`src/mbs_pkg.sv`:
```
// Shared constants and types for the bus status and grant block
//------------------------------------------------------------
// Overview of operation
// Minimum mode: low status line decodes cycle
// Status active T4,T1,T2; passive T3/Tw
// Status change in T4 starts cycle
// Controller decodes strobes only from status
// Two request/grant lines; primary wins
// Pulled-up line never makes a request
// Master requests with one-clock low pulse
// Grant pulse in T4/idle, then hold
// Bus interface disconnected during hold acknowledge
// Third pulse ends hold; reclaim into T4
// Three pulses, then one idle clock
// Release at T4 only if four conditions
// Idle bus may release next clock
// Idle request counts as early for cycle
// Lock output active through next instruction
// Lock output floats during hold acknowledge
// Queue status codes 00,01,10,11
// Queue status valid the following clock
// Maximum mode: low line held high
// Float bus together with hold acknowledgement
// Pulses driven and sampled on clk
//------------------------------------------------------------
package mbs_pkg;

    //------------------------------------------------------------
    // Encodings and reset values
    //------------------------------------------------------------
    localparam logic [2:0] ST_PASSIVE = 3'h7;
    localparam logic [1:0] QS_NOP     = 2'h0;
    localparam logic [1:0] QS_FIRST   = 2'h1;
    localparam logic [1:0] QS_EMPTY   = 2'h2;
    localparam logic [1:0] QS_NEXT    = 2'h3;
    localparam logic       RST_LOW    = 1'h1;

    //------------------------------------------------------------
    // State types
    //------------------------------------------------------------
    typedef enum logic [8:0] {
        BS_TI = 9'h001, BS_TS = 9'h002, BS_T1 = 9'h004,
        BS_T2 = 9'h008, BS_T3 = 9'h010, BS_TW = 9'h020,
        BS_T4 = 9'h040, BS_TG = 9'h080, BS_TH = 9'h100
    } mbs_bus_st_t;

    typedef enum logic [3:0] {
        CH_IDLE = 4'h1, CH_PEND = 4'h2, CH_HOLD = 4'h4, CH_GAP = 4'h8
    } mbs_ch_st_t;

endpackage

```
`src/mbs_chan_if.sv`:
```
// Handshake between the bus sequencer and one request/grant line
`timescale 1ns/1ps
`default_nettype none
interface mbs_chan_if;
    logic req;
    logic grant;
    logic done;
    modport core (input req, input done, output grant);
    modport chan (output req, output done, input grant);
endinterface // mbs_chan_if
`default_nettype wire

```
`src/mbs_top.sv`:
```
// Top of the bus status, lock and request/grant logic
`timescale 1ns/1ps
`default_nettype none
module mbs_top
    import mbs_pkg::*;
(
    input  wire logic       clk,
    input  wire logic       arst_n,
    input  wire logic       config_strap,
    input  wire logic       ready_pin,
    input  wire logic       cyc_req,
    input  wire logic [2:0] cyc_type,
    input  wire logic       cyc_low_byte,
    input  wire logic       cyc_first_interrupt_ack_strobe,
    input  wire logic       lock_prefix,
    input  wire logic       instr_done,
    input  wire logic [1:0] queue_op,
    input  wire logic       rqgt_primary_in,
    input  wire logic       rqgt_secondary_in,
    output var  logic       rqgt_primary_out,
    output var  logic       rqgt_primary_oe,
    output var  logic       rqgt_secondary_out,
    output var  logic       rqgt_secondary_oe,
    output var  logic [2:0] bus_cycle_status,
    output var  logic       status_oe,
    output var  logic       status_low_line,
    output var  logic       io_mem_sel,
    output var  logic       transmit_receive_dir,
    output var  logic       lock_n,
    output var  logic       lock_oe,
    output var  logic       hold_ack_out,
    output var  logic       bus_float,
    output var  logic [1:0] queue_track_status,
    output var  logic       cyc_ack,
    output var  logic       cyc_end
);

    //------------------------------------------------------------
    // Declarations
    //------------------------------------------------------------
    mbs_chan_if   ch0 ();
    mbs_chan_if   ch1 ();

    mbs_bus_st_t  st_r;
    mbs_bus_st_t  st_nxt;
    logic [2:0]   typ_r;
    logic [2:0]   status_nxt;
    logic         low_r;
    logic         inta1_r;
    logic         early_r;
    logic         lock_r;
    logic         lock_nxt;
    logic         owner_r;
    logic         rdy_s1_r;
    logic         rdy_s2_r;
    logic         rdy_s3_r;
    logic         ready_r;
    logic         strap_s1_r;
    logic         strap_s2_r;
    logic         strap_s3_r;
    logic [2:0]   strap_fill_r;
    logic         strap_done_r;
    logic         min_mode_r;
    logic         any_req;
    logic         done_any;
    logic         grant_ok;
    logic         accept;
    logic         float_nxt;
    logic         active_nxt;

    //------------------------------------------------------------
    // Helper
    //------------------------------------------------------------
    function automatic logic is_float(input mbs_bus_st_t s);
        is_float = (s == BS_TG) || (s == BS_TH);
    endfunction

    //------------------------------------------------------------
    // Request/grant lines and queue status
    //------------------------------------------------------------
    mbs_rqgt_chan u_ch0 (
        .clk     (clk),
        .arst_n  (arst_n),
        .pin_in  (rqgt_primary_in),
        .pin_out (rqgt_primary_out),
        .pin_oe  (rqgt_primary_oe),
        .cif     (ch0.chan)
    );

    mbs_rqgt_chan u_ch1 (
        .clk     (clk),
        .arst_n  (arst_n),
        .pin_in  (rqgt_secondary_in),
        .pin_out (rqgt_secondary_out),
        .pin_oe  (rqgt_secondary_oe),
        .cif     (ch1.chan)
    );

    mbs_qstat u_qs (
        .clk      (clk),
        .arst_n   (arst_n),
        .queue_op (queue_op),
        .qs       (queue_track_status)
    );

    //------------------------------------------------------------
    // Pin synchronisers
    //------------------------------------------------------------
    // Ready and strap come from outside; a level counts once stages 2 and 3 agree
    always_ff @(posedge clk or negedge arst_n) begin
        if (!arst_n) begin
            rdy_s1_r <= 1'b0;
            rdy_s2_r <= 1'b0;
            rdy_s3_r <= 1'b0;
            ready_r  <= 1'b0;
        end else begin
            rdy_s1_r <= ready_pin;
            rdy_s2_r <= rdy_s1_r;
            rdy_s3_r <= rdy_s2_r;
            if (rdy_s2_r == rdy_s3_r) ready_r <= rdy_s3_r;
        end
    end

    // Strap is caught once after release and then frozen
    // Fill bits keep reset zeros in the stages from passing for a strap level
    always_ff @(posedge clk or negedge arst_n) begin
        if (!arst_n) begin
            strap_s1_r   <= 1'b0;
            strap_s2_r   <= 1'b0;
            strap_s3_r   <= 1'b0;
            strap_fill_r <= 3'h0;
            strap_done_r <= 1'b0;
            min_mode_r   <= 1'b0;
        end else begin
            strap_s1_r   <= config_strap;
            strap_s2_r   <= strap_s1_r;
            strap_s3_r   <= strap_s2_r;
            strap_fill_r <= {strap_fill_r[1:0], 1'b1};
            if (!strap_done_r && strap_fill_r[2] && strap_s2_r == strap_s3_r) begin
                strap_done_r <= 1'b1;
                min_mode_r   <= strap_s3_r;
            end
        end
    end

    //------------------------------------------------------------
    // Arbitration
    //------------------------------------------------------------
    assign any_req  = ch0.req || ch1.req;
    assign done_any = owner_r ? ch1.done : ch0.done;

    // Lock blocks release even on an idle bus; no grant until strap is known
    always_comb begin
        grant_ok = 1'b0;
        if (strap_done_r && !min_mode_r && !lock_r) begin
            if (st_r == BS_TI)
                grant_ok = 1'b1;
            else if (st_r == BS_T4)
                grant_ok = early_r && !low_r && !inta1_r;
        end
    end

    assign ch0.grant = grant_ok && ch0.req;
    assign ch1.grant = grant_ok && !ch0.req && ch1.req;

    always_ff @(posedge clk or negedge arst_n) begin
        if (!arst_n) owner_r <= 1'b0;
        else if (ch0.grant) owner_r <= 1'b0;
        else if (ch1.grant) owner_r <= 1'b1;
    end

    //------------------------------------------------------------
    // Bus state sequencer
    //------------------------------------------------------------
    always_comb begin
        st_nxt = st_r;
        case (st_r)
            BS_TI, BS_T4: begin
                if (grant_ok && any_req) st_nxt = BS_TG;
                else if (cyc_req)        st_nxt = BS_TS;
                else                     st_nxt = BS_TI;
            end
            BS_TS:        st_nxt = BS_T1;
            BS_T1:        st_nxt = BS_T2;
            BS_T2:        st_nxt = BS_T3;
            BS_T3, BS_TW: st_nxt = ready_r ? BS_T4 : BS_TW;
            BS_TG:        st_nxt = BS_TH;
            BS_TH:        st_nxt = done_any ? BS_T4 : BS_TH;
            default:      st_nxt = BS_TI;
        endcase
    end

    assign accept     = (st_nxt == BS_TS);
    assign float_nxt  = is_float(st_nxt);
    assign active_nxt = (st_nxt == BS_TS) || (st_nxt == BS_T1) || (st_nxt == BS_T2);

    always_ff @(posedge clk or negedge arst_n) begin
        if (!arst_n) st_r <= BS_TI;
        else         st_r <= st_nxt;
    end

    // Cycle attributes are held for the whole cycle
    always_ff @(posedge clk or negedge arst_n) begin
        if (!arst_n) begin
            typ_r   <= ST_PASSIVE;
            low_r   <= 1'b0;
            inta1_r <= 1'b0;
        end else if (accept) begin
            typ_r   <= cyc_type;
            low_r   <= cyc_low_byte;
            inta1_r <= cyc_first_interrupt_ack_strobe;
        end
    end

    // A request pending at the start counts as early
    always_ff @(posedge clk or negedge arst_n) begin
        if (!arst_n) begin
            early_r <= 1'b0;
        end else if (accept) begin
            early_r <= any_req;
        end else if (st_r == BS_TS || st_r == BS_T1 || st_r == BS_T2) begin
            early_r <= early_r || any_req;
        end
    end

    always_ff @(posedge clk or negedge arst_n) begin
        if (!arst_n) begin
            cyc_ack <= 1'b0;
            cyc_end <= 1'b0;
        end else begin
            cyc_ack <= accept;
            cyc_end <= (st_nxt == BS_T4) && (st_r != BS_TH);
        end
    end

    //------------------------------------------------------------
    // Status outputs
    //------------------------------------------------------------
    // Code is fed straight to the external controller for its strobes
    assign status_nxt = !active_nxt ? ST_PASSIVE :
                        (st_nxt == BS_TS) ? cyc_type : typ_r;

    always_ff @(posedge clk or negedge arst_n) begin
        if (!arst_n) begin
            bus_cycle_status <= ST_PASSIVE;
            status_oe        <= 1'b1;
        end else begin
            bus_cycle_status <= status_nxt;
            status_oe        <= !float_nxt;
        end
    end

    // Minimum-mode lines hold from announce to the next announce
    always_ff @(posedge clk or negedge arst_n) begin
        if (!arst_n) begin
            status_low_line      <= RST_LOW;
            io_mem_sel           <= 1'b0;
            transmit_receive_dir <= 1'b0;
        end else if (!min_mode_r) begin
            status_low_line      <= 1'b1;
        end else if (accept) begin
            status_low_line      <= cyc_type[0];
            io_mem_sel           <= !cyc_type[2];
            transmit_receive_dir <= cyc_type[1];
        end
    end

    //------------------------------------------------------------
    // Hold acknowledge and lock
    //------------------------------------------------------------
    always_ff @(posedge clk or negedge arst_n) begin
        if (!arst_n) begin
            hold_ack_out <= 1'b0;
            bus_float    <= 1'b0;
        end else begin
            hold_ack_out <= float_nxt;
            bus_float    <= float_nxt;
        end
    end

    // Set wins so a prefix in the completing clock is not lost
    assign lock_nxt = lock_prefix || (lock_r && !instr_done);

    always_ff @(posedge clk or negedge arst_n) begin
        if (!arst_n) begin
            lock_r  <= 1'b0;
            lock_n  <= 1'b1;
            lock_oe <= 1'b1;
        end else begin
            lock_r  <= lock_nxt;
            lock_n  <= !lock_nxt;
            lock_oe <= !float_nxt;
        end
    end
endmodule // mbs_top
`default_nettype wire

```
`src/mbs_rqgt_chan.sv`:
```
// One request/grant line: pulse sequence tracker and pin driver
`timescale 1ns/1ps
`default_nettype none
module mbs_rqgt_chan
    import mbs_pkg::*;
(
    input  wire logic clk,
    input  wire logic arst_n,
    input  wire logic pin_in,
    output var  logic pin_out,
    output var  logic pin_oe,
    mbs_chan_if.chan  cif
);
    mbs_ch_st_t st_r;
    logic       pulse;

    // Pin is same-clock logic; only a low not of our making counts
    assign pulse    = !pin_in && !pin_oe;
    assign cif.req  = (st_r == CH_PEND);
    assign cif.done = (st_r == CH_HOLD) && pulse;

    always_ff @(posedge clk or negedge arst_n) begin
        if (!arst_n) begin
            st_r <= CH_IDLE;
        end else begin
            case (st_r)
                CH_IDLE: if (pulse) st_r <= CH_PEND;
                CH_PEND: if (cif.grant) st_r <= CH_HOLD;
                CH_HOLD: if (pulse) st_r <= CH_GAP;
                CH_GAP:  st_r <= CH_IDLE;
                default: st_r <= CH_IDLE;
            endcase
        end
    end

    // Grant pulse is exactly one clock low
    always_ff @(posedge clk or negedge arst_n) begin
        if (!arst_n) begin
            pin_oe  <= 1'b0;
            pin_out <= 1'b1;
        end else begin
            pin_oe  <= cif.grant;
            pin_out <= !cif.grant;
        end
    end
endmodule // mbs_rqgt_chan
`default_nettype wire

```
`src/mbs_qstat.sv`:
```
// Queue status register
`timescale 1ns/1ps
`default_nettype none
module mbs_qstat
    import mbs_pkg::*;
(
    input  wire logic       clk,
    input  wire logic       arst_n,
    input  wire logic [1:0] queue_op,
    output var  logic [1:0] qs
);
    always_ff @(posedge clk or negedge arst_n) begin
        if (!arst_n) qs <= QS_NOP;
        else         qs <= queue_op;
    end
endmodule // mbs_qstat
`default_nettype wire

```
`config.mk`:
```
export PLATFORM = sky130hd
export DESIGN_NAME = mbs_top
export DESIGN_NICKNAME = d
export VERILOG_FILES = /design/src/mbs_pkg.sv /design/src/mbs_chan_if.sv /design/src/mbs_top.sv /design/src/mbs_rqgt_chan.sv /design/src/mbs_qstat.sv
export SDC_FILE = /design/constraint.sdc
export NUM_CORES = 1
export LEC_CHECK = 0
export ABC_AREA = 1
export BUFFER_PORTS_ARGS = -buffer_cell sky130_fd_sc_hd__buf_2
export CAP_MARGIN = 30
export CORE_MARGIN = 10
export CORE_UTILIZATION = 55
export CTS_CLUSTER_DIAMETER = 150
export CTS_CLUSTER_SIZE = 24
export DETAILED_ROUTE_END_ITERATION = 10
export GPL_ROUTABILITY_DRIVEN = 0
export PLACE_DENSITY = 0.88
export SLEW_MARGIN = 20
export SYNTH_ARGS = -nofsm -noshare
export SYNTH_HDL_FRONTEND = slang
export SYNTH_SLANG_ARGS = --single-unit
```
`constraint.sdc`:
```
create_clock -name clk -period 1.7 [get_ports clk]
set_input_delay 0.51 -clock clk [delete_from_list [all_inputs] [get_ports clk]]
set_output_delay 0.51 -clock clk [all_outputs]
set_load 0.1 [all_outputs]
```
Word level (Yosys, flattened, before mapping)
Index checks and enable logic that the tools add are counted.
{"block": "word_totals", "ff_bits": 54, "input_bits": 16, "word_cells": 136}
{"block": "op_classes", "eq_ne": 31, "mux": 25, "reduce_logical": 47}
{"operator": "9-bit case mux with 7 select lines", "count": 1}
{"operator": "4-bit 2-to-1 mux", "count": 6}
{"operator": "4-bit case mux with 3 select lines", "count": 2}
{"operator": "9-bit by 2-bit == test with 1-bit output (second input constant)", "count": 2}
{"operator": "9-bit by 3-bit == test with 1-bit output (second input constant)", "count": 2}
{"operator": "9-bit by 4-bit == test with 1-bit output (second input constant)", "count": 2}
{"operator": "9-bit by 7-bit == test with 1-bit output (second input constant)", "count": 2}
{"operator": "9-bit by 8-bit == test with 1-bit output (second input constant)", "count": 2}
{"operator": "9-bit == test (second input constant)", "count": 2}
{"operator": "1-bit logical AND", "count": 16}
{"operator": "1-bit zero test", "count": 16}
{"operator": "2-bit by 1-bit inequality test with 1-bit output (second input constant)", "count": 7}
{"operator": "1-bit 2-to-1 mux", "count": 10}
{"operator": "9-bit by 1-bit == test with 1-bit output (second input constant)", "count": 1}
{"operator": "9-bit by 5-bit == test with 1-bit output (second input constant)", "count": 1}
{"operator": "9-bit by 6-bit == test with 1-bit output (second input constant)", "count": 1}
{"operator": "9-bit 2-to-1 mux", "count": 1}
{"operator": "9-bit inequality test (second input constant)", "count": 1}
{"operator": "4-bit by 1-bit == test with 1-bit output (second input constant)", "count": 2}
{"operator": "4-bit by 2-bit == test with 1-bit output (second input constant)", "count": 2}
{"operator": "4-bit by 3-bit == test with 1-bit output (second input constant)", "count": 2}
{"operator": "1-bit logical OR", "count": 8}
{"operator": "8-bit 2-to-1 mux", "count": 1}
{"operator": "7-bit 2-to-1 mux", "count": 1}
{"operator": "7 further kinds", "count": 12}

Logic depth before layout (Yosys ltp)
Gate-level depths: netlist (run 1).
{"block": "depth", "word_depth": 13, "depth_mapped": 12, "mapped_depth_nobuf": 11}

Hierarchy
From an unflattened synthesis (run 1), not the netlist that was laid out.
{"block": "hier_totals", "hier_cells": 240, "area_unflattened_um2": 2273.4}
{"mod": "mbs_top", "n_inst": 1, "cells_per_inst": 174, "area_per_inst_um2": 1687.9, "seq_area_each_um2": 1013.5}
{"mod": "mbs_rqgt_chan", "n_inst": 2, "cells_per_inst": 32, "area_per_inst_um2": 267.8, "seq_area_each_um2": 152.6}
{"mod": "mbs_qstat", "n_inst": 1, "cells_per_inst": 2, "area_per_inst_um2": 50.0, "seq_area_each_um2": 50.0}

Worst setup path after synthesis (run 1)
No wires, ideal clock.
{"block": "synth_path", "path_kind": "flip-flop to output port", "from": "reg bus_float (netlist name)", "to": "out hold_ack_out", "arrival_ns": 1.324, "t_required_ns": 1.190, "setup_slack_ns": -0.134, "path_stages_with_launch": 2, "path_cell_list": "dfrtp_1 -> buf_4"}
{"item": "end, declared", "line_no": "mbs_top.sv:31", "source": "output var logic hold_ack_out,"}

==> flow_summary.json, run 1 <==
{
  "status": "finished clean",
  "start_util_pct": 58.08,
  "dieArea_mm2": 0.006830,
  "wirelength_um": 4401,
  "syn2layout_area_growth_pct": 25.22,
  "start_kind": "flip-flop",
  "ys_ff_latch": 54,
  "grt_start_max_net_pins": 23,
  "syn_area_mm2": 0.002158,
  "grt_usage_pct": 14.00,
  "power_density_mw_per_mm2": 1676,
  "core_area_mm2": 0.003716,
  "n_antenna_cell": 0,
  "synth_compound_area_share_pct": 4.754,
  "placed_cell_area_mm2": 0.002574,
  "fin_skew_ns": 0.01255,
  "grt_overflow": 0,
  "die_w_um": 82.65,
  "firstDrtPassIters": 4,
  "hold_viol": 0,
  "ant_nets": 0,
  "ir_worst_vdd_uv": 1249,
  "clockRootBuffer": "clkbuf_8",
  "routed_via_density": 5.182,
  "p_leak_nw": 1.440,
  "drive_above_1_share_pct": 32.69,
  "fin_area_mm2": 0.002703,
  "cts_setup_buffers": 0,
  "clockBufferDepth": 2,
  "antenna_found_initial": 0,
  "synth_area_per_cell_um2": 10.04,
  "drt_iter0_drc": 179,
  "clk_pin_slew_ns": 0.09,
  "synth_area_leaders": "dfrtp_1 (46%), dfstp_2 (17%), nand2_1 (5.9%)",
  "netlist.area_leader.share_pct": 46.38,
  "yosysTopAreaCell": "dfrtp_1",
  "fin_crit_ns": 1.645,
  "synth_xor_area_share_pct": 0,
  "drv_cap": 0,
  "nFillCells": 253,
  "max_freq_mhz": 608.0,
  "max_stage_delay_ns": 0.65,
  "cts_made_buffers": 5,
  "synth_fa_ha_area_share_pct": 0.4638,
  "yosys_warnings": 0,
  "row_count": 22,
  "synthSimpleGateAreaFrac_pct": 23.88,
  "ioPinCount": 35,
  "portBuffers": 34,
  "place_ws_ns": 0.02243,
  "synthMuxAreaShare_pct": 0,
  "htree_num_levels": 2,
  "crit_arrival_ns": 1.13,
  "grt_first_pass_wirelength_um": 7445,
  "clock_latency_ns": 0.31,
  "place_hpwl_um": 3272,
  "cp_top_family": "flip-flops",
  "clkSinkCount": 54,
  "setup_viol": 0,
  "cts_hold_buf": 0,
  "power_mw": 4.530,
  "vias": 1596,
  "maxSlewViolCount": 0,
  "cts_tree": "done",
  "period_share_pct": 96.74,
  "synth_top_family_by_area": "simple AND/OR/NAND/NOR gates",
  "syn_nets": 231,
  "seq_area_frac_synth_pct": 63.42,
  "worstSetupPathType": "flip-flop to primary output",
  "layout_setup_ws_ns": 0.05534,
  "drc": 0,
  "endpoint_kind": "primary output",
  "synth_cells": 215,
  "wl_per_cell_um": 14.29,
  "crit_chain": "buf_12",
  "crit_fanout": 2,
  "synth_cell_types": 27,
  "slowest_stage": "dfstp_4",
  "min_path_type": "primary input to async pin",
  "grt_pass1_vias": 1624,
  "crit_buf_inv": 1,
  "cp.required_ns": 1.19,
  "fin_nets": 275,
  "dieHeight_um": 82.65
}
through the flow:
step / cells / hold WS, ns / TNS [ns] / utilization (%)
floorplan: 215 / 0.2144 / 0 / -
global placement: 300 / 0.3322 / 0 / 69.26
detailed placement: 300 / 0.3379 / 0 / 69.26
CTS: 308 / 0.1238 / 0 / 71.85
global route: 308 / 0.1323 / -0.08794 / 72.73
finish: 308 / 0.1239 / 0 / 72.73
logic make-up after synthesis:
| family | count (synthesis) |
|---|---|
| compound gates | 18 |
| flops | 54 |
| buf+inv | 38 |
| other cells | 1 |
| simple gates | 103 |
| fa+ha+maj | 1 |
report_power, final:
part / switching (mW) / total [mW] / internal [mW] / leakage, nW
clock network: 0.395 / 0.724 / 0.329 / 0.0482
registers: 0.200 / 1.84 / 1.64 / 0.653
logic: 1.37 / 1.97 / 0.594 / 0.739
total: 1.97 / 4.53 / 2.56 / 1.44
metal layers:
layer	up-vias	wire length [um]	track usage, %
met4	0	75	5.351
met5	-	0	0
met3	8	273	4.860
li1	762	-	-
met2	44	2265	23.23
met1	782	1786	16.32
Yosys cell counts:
library cell and count:
nand2_4 1, inv_1 32, dfstp_2 14, buf_6 1
nor3_1 2, nor2_2 3, a21oi_1 4, o21bai_2 1
nand3_2 1, o32ai_1 1, conb_1 1, o21ai_0 6
dfrtp_1 40, nor2_8 1, o21ai_1 4, nor2_4 2
nand2_2 6, nand2_1 34, nand4_4 1, buf_4 2
maj3_1 1, nand3_1 25, or2_1 1, inv_2 3
nor2_1 23, nand4_1 3, o22ai_1 2
final timing paths:
check                           startpoint              end  slack (ns)  cells past startpoint
max                                lock_oe        status_oe        0.06                      1
min                                 arst_n         rdy_s1_r        0.12                      1
max reg2reg                        st_r[2]          inta1_r        0.10                     11
min reg2reg                strap_fill_r[1]  strap_fill_r[2]        0.36                      0
max in group asynchronous           arst_n  status_low_line        1.04                      2
min in group clk                 ready_pin         rdy_s1_r        0.30                      1
layout make-up:
class / instances / area [um2] / area share [%]
clock buffers: 7 / 86.33 / 3.194
multi-input cells: 123 / 665.6 / 24.63
inverters: 35 / 131.4 / 4.861
clock inverters: 1 / 5.005 / 0.1852
repair buffers: 40 / 379.1 / 14.03
well taps: 48 / 60.06 / 2.222
flip-flops and latches: 54 / 1375 / 50.88
cells in the final DEF (no fill, tap or decap), types with 5 or more instances in the layout:
cell type | synthesis | final
dfrtp_1 | 40 | 38
nand3_1 | 25 | 24
buf_12 | 0 | 11
nand2_2 | 6 | 5
dfstp_2 | 14 | 13
o21ai_0 | 6 | 6
clkbuf_8 | 0 | 6
nand2_1 | 34 | 34
buf_2 | 0 | 25
nor2_1 | 23 | 22
inv_1 | 32 | 31
timing repair:
item                                   in CTS  in global routing
gates resized for setup                     1                  7
gates cloned                                0                  0
setup endpoints to repair                   1                 12
pin swaps                                   0                  2
endpoints found under the hold margin       0                  0
registers in the layout (all words and copies together), names as in the netlist, 2 cells and up:
signal and flops:
bus_cycle_status 3, st_r 9, strap_fill_r 3, typ_r 3, u_ch0.st_r 4, u_ch1.st_r 4, u_qs.qs 2
No activity file was read; power rests on OpenSTA's default activity.
==> inputs of run 2 (changes only) <==
Settings changed: CELL_PAD_IN_SITES_DETAIL_PLACEMENT set to 1, CELL_PAD_IN_SITES_GLOBAL_PLACEMENT set to 2, CORE_UTILIZATION 55 to 35.
==> flow_summary.json, run 2 (synthesis gave the netlist of run 1 again) <==
{
  "status": "finished clean",
  "setup_viol": 0,
  "endpoint_kind": "flip-flop",
  "crit_buf_inv": 2,
  "drive_above_1_share_pct": 38.29,
  "ff2ff_path_depth": 9,
  "r2r_end": "bus_cycle_status[0]",
  "slowest_stage": "dfstp_2",
  "whs_ns": 0.1738,
  "period_share_pct": 98.24,
  "die_w_um": 98.53,
  "antenna_found_initial": 0,
  "clockBufferDepth": 2,
  "min_path_type": "primary input to async pin",
  "rsz0062_at_grt": "true",
  "vias": 1621,
  "grt_pass1_vias": 1744,
  "n_antenna_cell": 0,
  "wl_per_cell_um": 14.48,
  "cts_hold_buf": 0,
  "start_util_pct": 36.24,
  "dieArea_mm2": 0.009707,
  "layout_setup_ws_ns": 0.02995,
  "wirelength_um": 4981,
  "clkSinkCount": 54,
  "cp_common_cell": "nand3_2",
  "fin_crit_ns": 1.670,
  "cts_tree": "done",
  "firstDrtPassIters": 4,
  "fin_nets": 284,
  "syn2layout_area_growth_pct": 31.88,
  "grt_usage_pct": 10.03,
  "cp.required_ns": 1.95,
  "wl_met1_um": 2028,
  "core_area_mm2": 0.005956,
  "htree_num_levels": 2,
  "final_common_cell": "dfrtp_1",
  "cts_made_buffers": 5,
  "reg_top3": "st_r x9, u_ch0.st_r x4, u_ch1.st_r x4",
  "max_freq_mhz": 598.8,
  "start_kind": "flip-flop",
  "crit_fanout": 5,
  "portBuffers": 34,
  "dr_wl_met2_um": 2708,
  "row_count": 28,
  "crit_arrival_ns": 1.92,
  "place_hpwl_um": 3550,
  "largest_reg_flops": 9,
  "routed_via_density": 4.712,
  "cp_top_family": "simple AND/OR/NAND/NOR gates",
  "ir_worst_vdd_uv": 1148,
  "max_stage_delay_ns": 0.58,
  "grt_first_pass_wirelength_um": 8128,
  "hold_viol": 0,
  "fin_skew_ns": 0.004824,
  "fin_area_mm2": 0.002846,
  "clk_pin_slew_ns": 0.10,
  "clock_latency_ns": 0.31,
  "power_density_mw_per_mm2": 1707,
  "ioPinCount": 35,
  "place_ws_ns": -0.003725,
  "clockRootBuffer": "clkbuf_8",
  "nFillCells": 680,
  "grt_overflow": 0,
  "route.met3.wl_um": 152,
  "setup-tns-final_ns": 0,
  "drc": 0,
  "dieHeight_um": 98.53,
  "maxSlewViolCount": 0,
  "top_register": "st_r",
  "drv_cap": 0,
  "ant_nets": 0,
  "worstSetupPathType": "flip-flop to flip-flop",
  "grt_start_max_net_pins": 55,
  "placed_cell_area_mm2": 0.002603,
  "r2r_slack_ns": 0.03,
  "worst-path-stages": 9,
  "drt_iter0_drc": 85,
  "top_layer_used": "met4",
  "r2r_start": "st_r[0]",
  "crit_chain": "nand2_1 > nor2_1 > nand3_2 > nand2_4 > inv_2 > nor2_8 > buf_6 > nand3_2 > nand3_1",
  "p_leak_nw": 1.494,
  "layout_common_cells": "dfrtp_1 (38), nand2_1 (33), inv_1 (30)"
}
-- run 2: changes by cell type in the layout (fill, tap and decap cells not counted), sizes merged --
| cell | delta |
|---|---|
| bufinv | +1 |
| clkbuf | -2 |
| buf | +9 |
| inv | +1 |
-- run 2: how the worst max path moves through the flow --
stage,from,to,slack (ns)
after floorplan,u_ch0.pin_oe,bus_float,0.006
after global placement,st_r[0],inta1_r,0.08
after detailed placement,st_r[5],low_r,-0.004
after CTS,st_r[5],bus_cycle_status[0],0.02
after global routing,st_r[0],status_low_line,-0.09
final,st_r[0],bus_cycle_status[0],0.03
-- run 2: layout make-up --
class                           instances  area (um2)  share of cell area, %
Inverter                               35       131.4                  4.615
Clock inverter                          3       43.79                  1.538
Sequential cell                        54        1375                  48.31
Timing Repair Buffer                   49       435.4                  15.30
Tap cell                               75       93.84                  3.297
Clock buffer                            5       68.82                  2.418
Multi-Input combinational cell        123       698.2                  24.53
-- run 2: where the power goes --
part           switching (mW)  total [mW]  leakage, nW  internal, mW
Sequential              0.209        1.85        0.653          1.64
Combinational            1.43        2.14        0.782         0.706
Clock                   0.428       0.870       0.0585         0.442
-- run 2: stage by stage --
stage	util [%]	std cells	total power, mW
final	47.79	344	4.858
after global routing	47.79	344	5.161
after CTS	45.76	336	4.693
after detailed placement	43.70	328	3.788
after global placement	43.70	328	3.723
after floorplan	-	215	3.258
-- run 2: what timing repair did --
| item | in CTS | in global routing |
|---|---|---|
| endpoints found under the setup margin | 3 | 15 |
| gates resized for setup | 2 | 17 |
| buffers inserted | 0 | 7 |
| pin swaps | 0 | 11 |
| gates cloned | 0 | 1 |
-- run 2: worst register-to-register path: stages (launching register included) --
cell and delay [ns]:
dfstp_2 0.58, nand2_1 0.06, nor2_1 0.13, nand3_2 0.11
nand2_4 0.12, inv_2 0.07, nor2_8 0.19, buf_6 0.14
nand3_2 0.10, nand3_1 0.11
-- run 2: per-layer routing --
layer | vias up | track usage [%]
li1 | 776 | -
met2 | 25 | 17.35
met3 | 7 | 2.444
met5 | - | 0
met1 | 813 | 11.28
met4 | 0 | 4.851
==> inputs of run 3 (changes only) <==
Settings changed: CORE_MARGIN 10 to 1.
==> flow_summary.json, run 3 (synthesis gave the netlist of run 1 again) <==
{
  "status": "finished clean",
  "ioPinCount": 35,
  "firstDrtPassIters": 4,
  "worstSetupPathType": "flip-flop to primary output",
  "setup-tns-final_ns": 0,
  "start_kind": "flip-flop",
  "endpoint_kind": "primary output",
  "layout_common_cells": "dfrtp_1 (38), nand2_1 (34), inv_1 (32)",
  "final_common_cell": "dfrtp_1",
  "wirelength_um": 4523,
  "ant_nets": 0,
  "fin_crit_ns": 1.644,
  "min_path_type": "primary input to async pin",
  "start_util_pct": 36.45,
  "dieHeight_um": 80.53,
  "placed_cell_area_mm2": 0.002595,
  "crit_arrival_ns": 1.13,
  "r2r_slack_ns": 0.08,
  "r2r_end": "bus_cycle_status[0]",
  "wl_per_cell_um": 13.46,
  "ff2ff_path_depth": 8,
  "setup_viol": 0,
  "grt_pass1_vias": 1624,
  "grt_overflow": 0,
  "p_clk_share_pct": 18.5,
  "htree_num_levels": 2,
  "max_stage_delay_ns": 0.65,
  "cp.required_ns": 1.19,
  "clockBufferDepth": 2,
  "power.share.switching_pct": 42.30,
  "dieArea_mm2": 0.006484,
  "core_area_mm2": 0.005921,
  "die_w_um": 80.53,
  "power_density_mw_per_mm2": 1693,
  "drt_iter0_drc": 42,
  "clk_pin_slew_ns": 0.10,
  "cp_top_family": "flip-flops",
  "ir_worst_vdd_uv": 981.5,
  "clkSinkCount": 54,
  "antenna_found_initial": 0,
  "p_switching_mw": 1.982,
  "grt_first_pass_wirelength_um": 7514,
  "fin_skew_ns": 0.003005,
  "intPower_mw": 2.703,
  "p_leak_nw": 1.455,
  "p_seq_share_pct": 39.0,
  "cts_tree": "done",
  "top_register": "st_r",
  "grt_usage_pct": 15.50,
  "combPwrFrac_pct": 42.4,
  "reg_top3": "st_r x9, u_ch0.st_r x4, u_ch1.st_r x4",
  "largest_reg_flops": 9,
  "fin_area_mm2": 0.002768,
  "maxSlewViolCount": 0,
  "drv_cap": 0,
  "utilization_pct": 46.75,
  "portBuffers": 34,
  "slowest_stage": "dfstp_4",
  "crit_chain": "buf_12",
  "place_hpwl_um": 3340,
  "hold_viol": 0,
  "fin_nets": 276,
  "crit_fanout": 2,
  "row_count": 28,
  "r2r_start": "st_r[0]",
  "clockRootBuffer": "clkbuf_8",
  "drive_above_1_share_pct": 32.95,
  "whs_ns": 0.1920,
  "rsz0062_at_grt": "true",
  "cts_made_buffers": 5,
  "n_antenna_cell": 0,
  "period_share_pct": 96.68,
  "cts_hold_buf": 0,
  "routed_via_density": 4.658,
  "grt_start_max_net_pins": 55,
  "drc": 0,
  "clock_latency_ns": 0.31,
  "syn2layout_area_growth_pct": 28.23,
  "crit_buf_inv": 1,
  "max_freq_mhz": 608.4,
  "vias": 1565
}
run 3: cell types whose count changed in the layout (fill, tap and decap cells not counted), moves of 2 or more:
cell,before,now
inv_1,30,32
buf_4,11,5
nor2_2,4,2
nand3_1,21,25
nand3_2,5,0
inv_2,5,3
nor2_1,19,21
run 3: timing repair:
action / 4_1_cts / 5_1_grt
pin swaps: 0 / 1
endpoints found under the setup margin: 1 / 16
setup buffers: 0 / 1
gates resized for setup: 1 / 9
cloned: 0 / 0
run 3: how the worst max path moves through the flow:
stage | startpoint | endpoint | cells past startpoint
after floorplan | u_ch0.pin_oe | bus_float | 7
after global placement | st_r[0] | u_ch1.st_r[2] | 8
after detailed placement | st_r[0] | inta1_r | 9
after CTS | st_r[1] | low_r | 11
after global routing | st_r[0] | u_ch1.st_r[2] | 8
final | lock_oe | status_oe | 1
run 3: final cells by class:
cell class / instances / area, um2
Clock inverter: 3 / 43.79
Tap cell: 75 / 93.84
Fill cell: 690 / 3153
Timing Repair Buffer: 41 / 374.1
Inverter: 35 / 131.4
Multi-Input combinational cell: 123 / 680.7
Clock buffer: 5 / 68.82
Sequential cell: 54 / 1375
run 3: through the flow:
stage	setup slack, ns	std cells	power (mW)
after CTS	0.01418	335	4.687
after detailed placement	0.02265	327	3.781
after floorplan	0.005877	215	3.258
after global placement	0.06849	327	3.708
final	0.05636	336	4.685
after global routing	-0.03115	336	4.963
run 3: power groups by stage:
stage	Sequential (mW)	Clock (mW)	Combinational (mW)
3_5_place_dp	1.86	0	1.92
5_1_grt	1.86	0.938	2.16
2_1_floorplan	2.36	0	0.894
3_3_place_gp	1.84	0	1.87
4_1_cts	1.84	0.894	1.96
6_report	1.83	0.868	1.99
run 3: metal layers:
layer	track usage [%]	share of wire [%]	up-vias
li1	-	-	762
met1	18.56	42	766
met2	26.95	53	28
met3	3.750	2.9	9
met4	5.357	1.8	0
met5	0	0	-
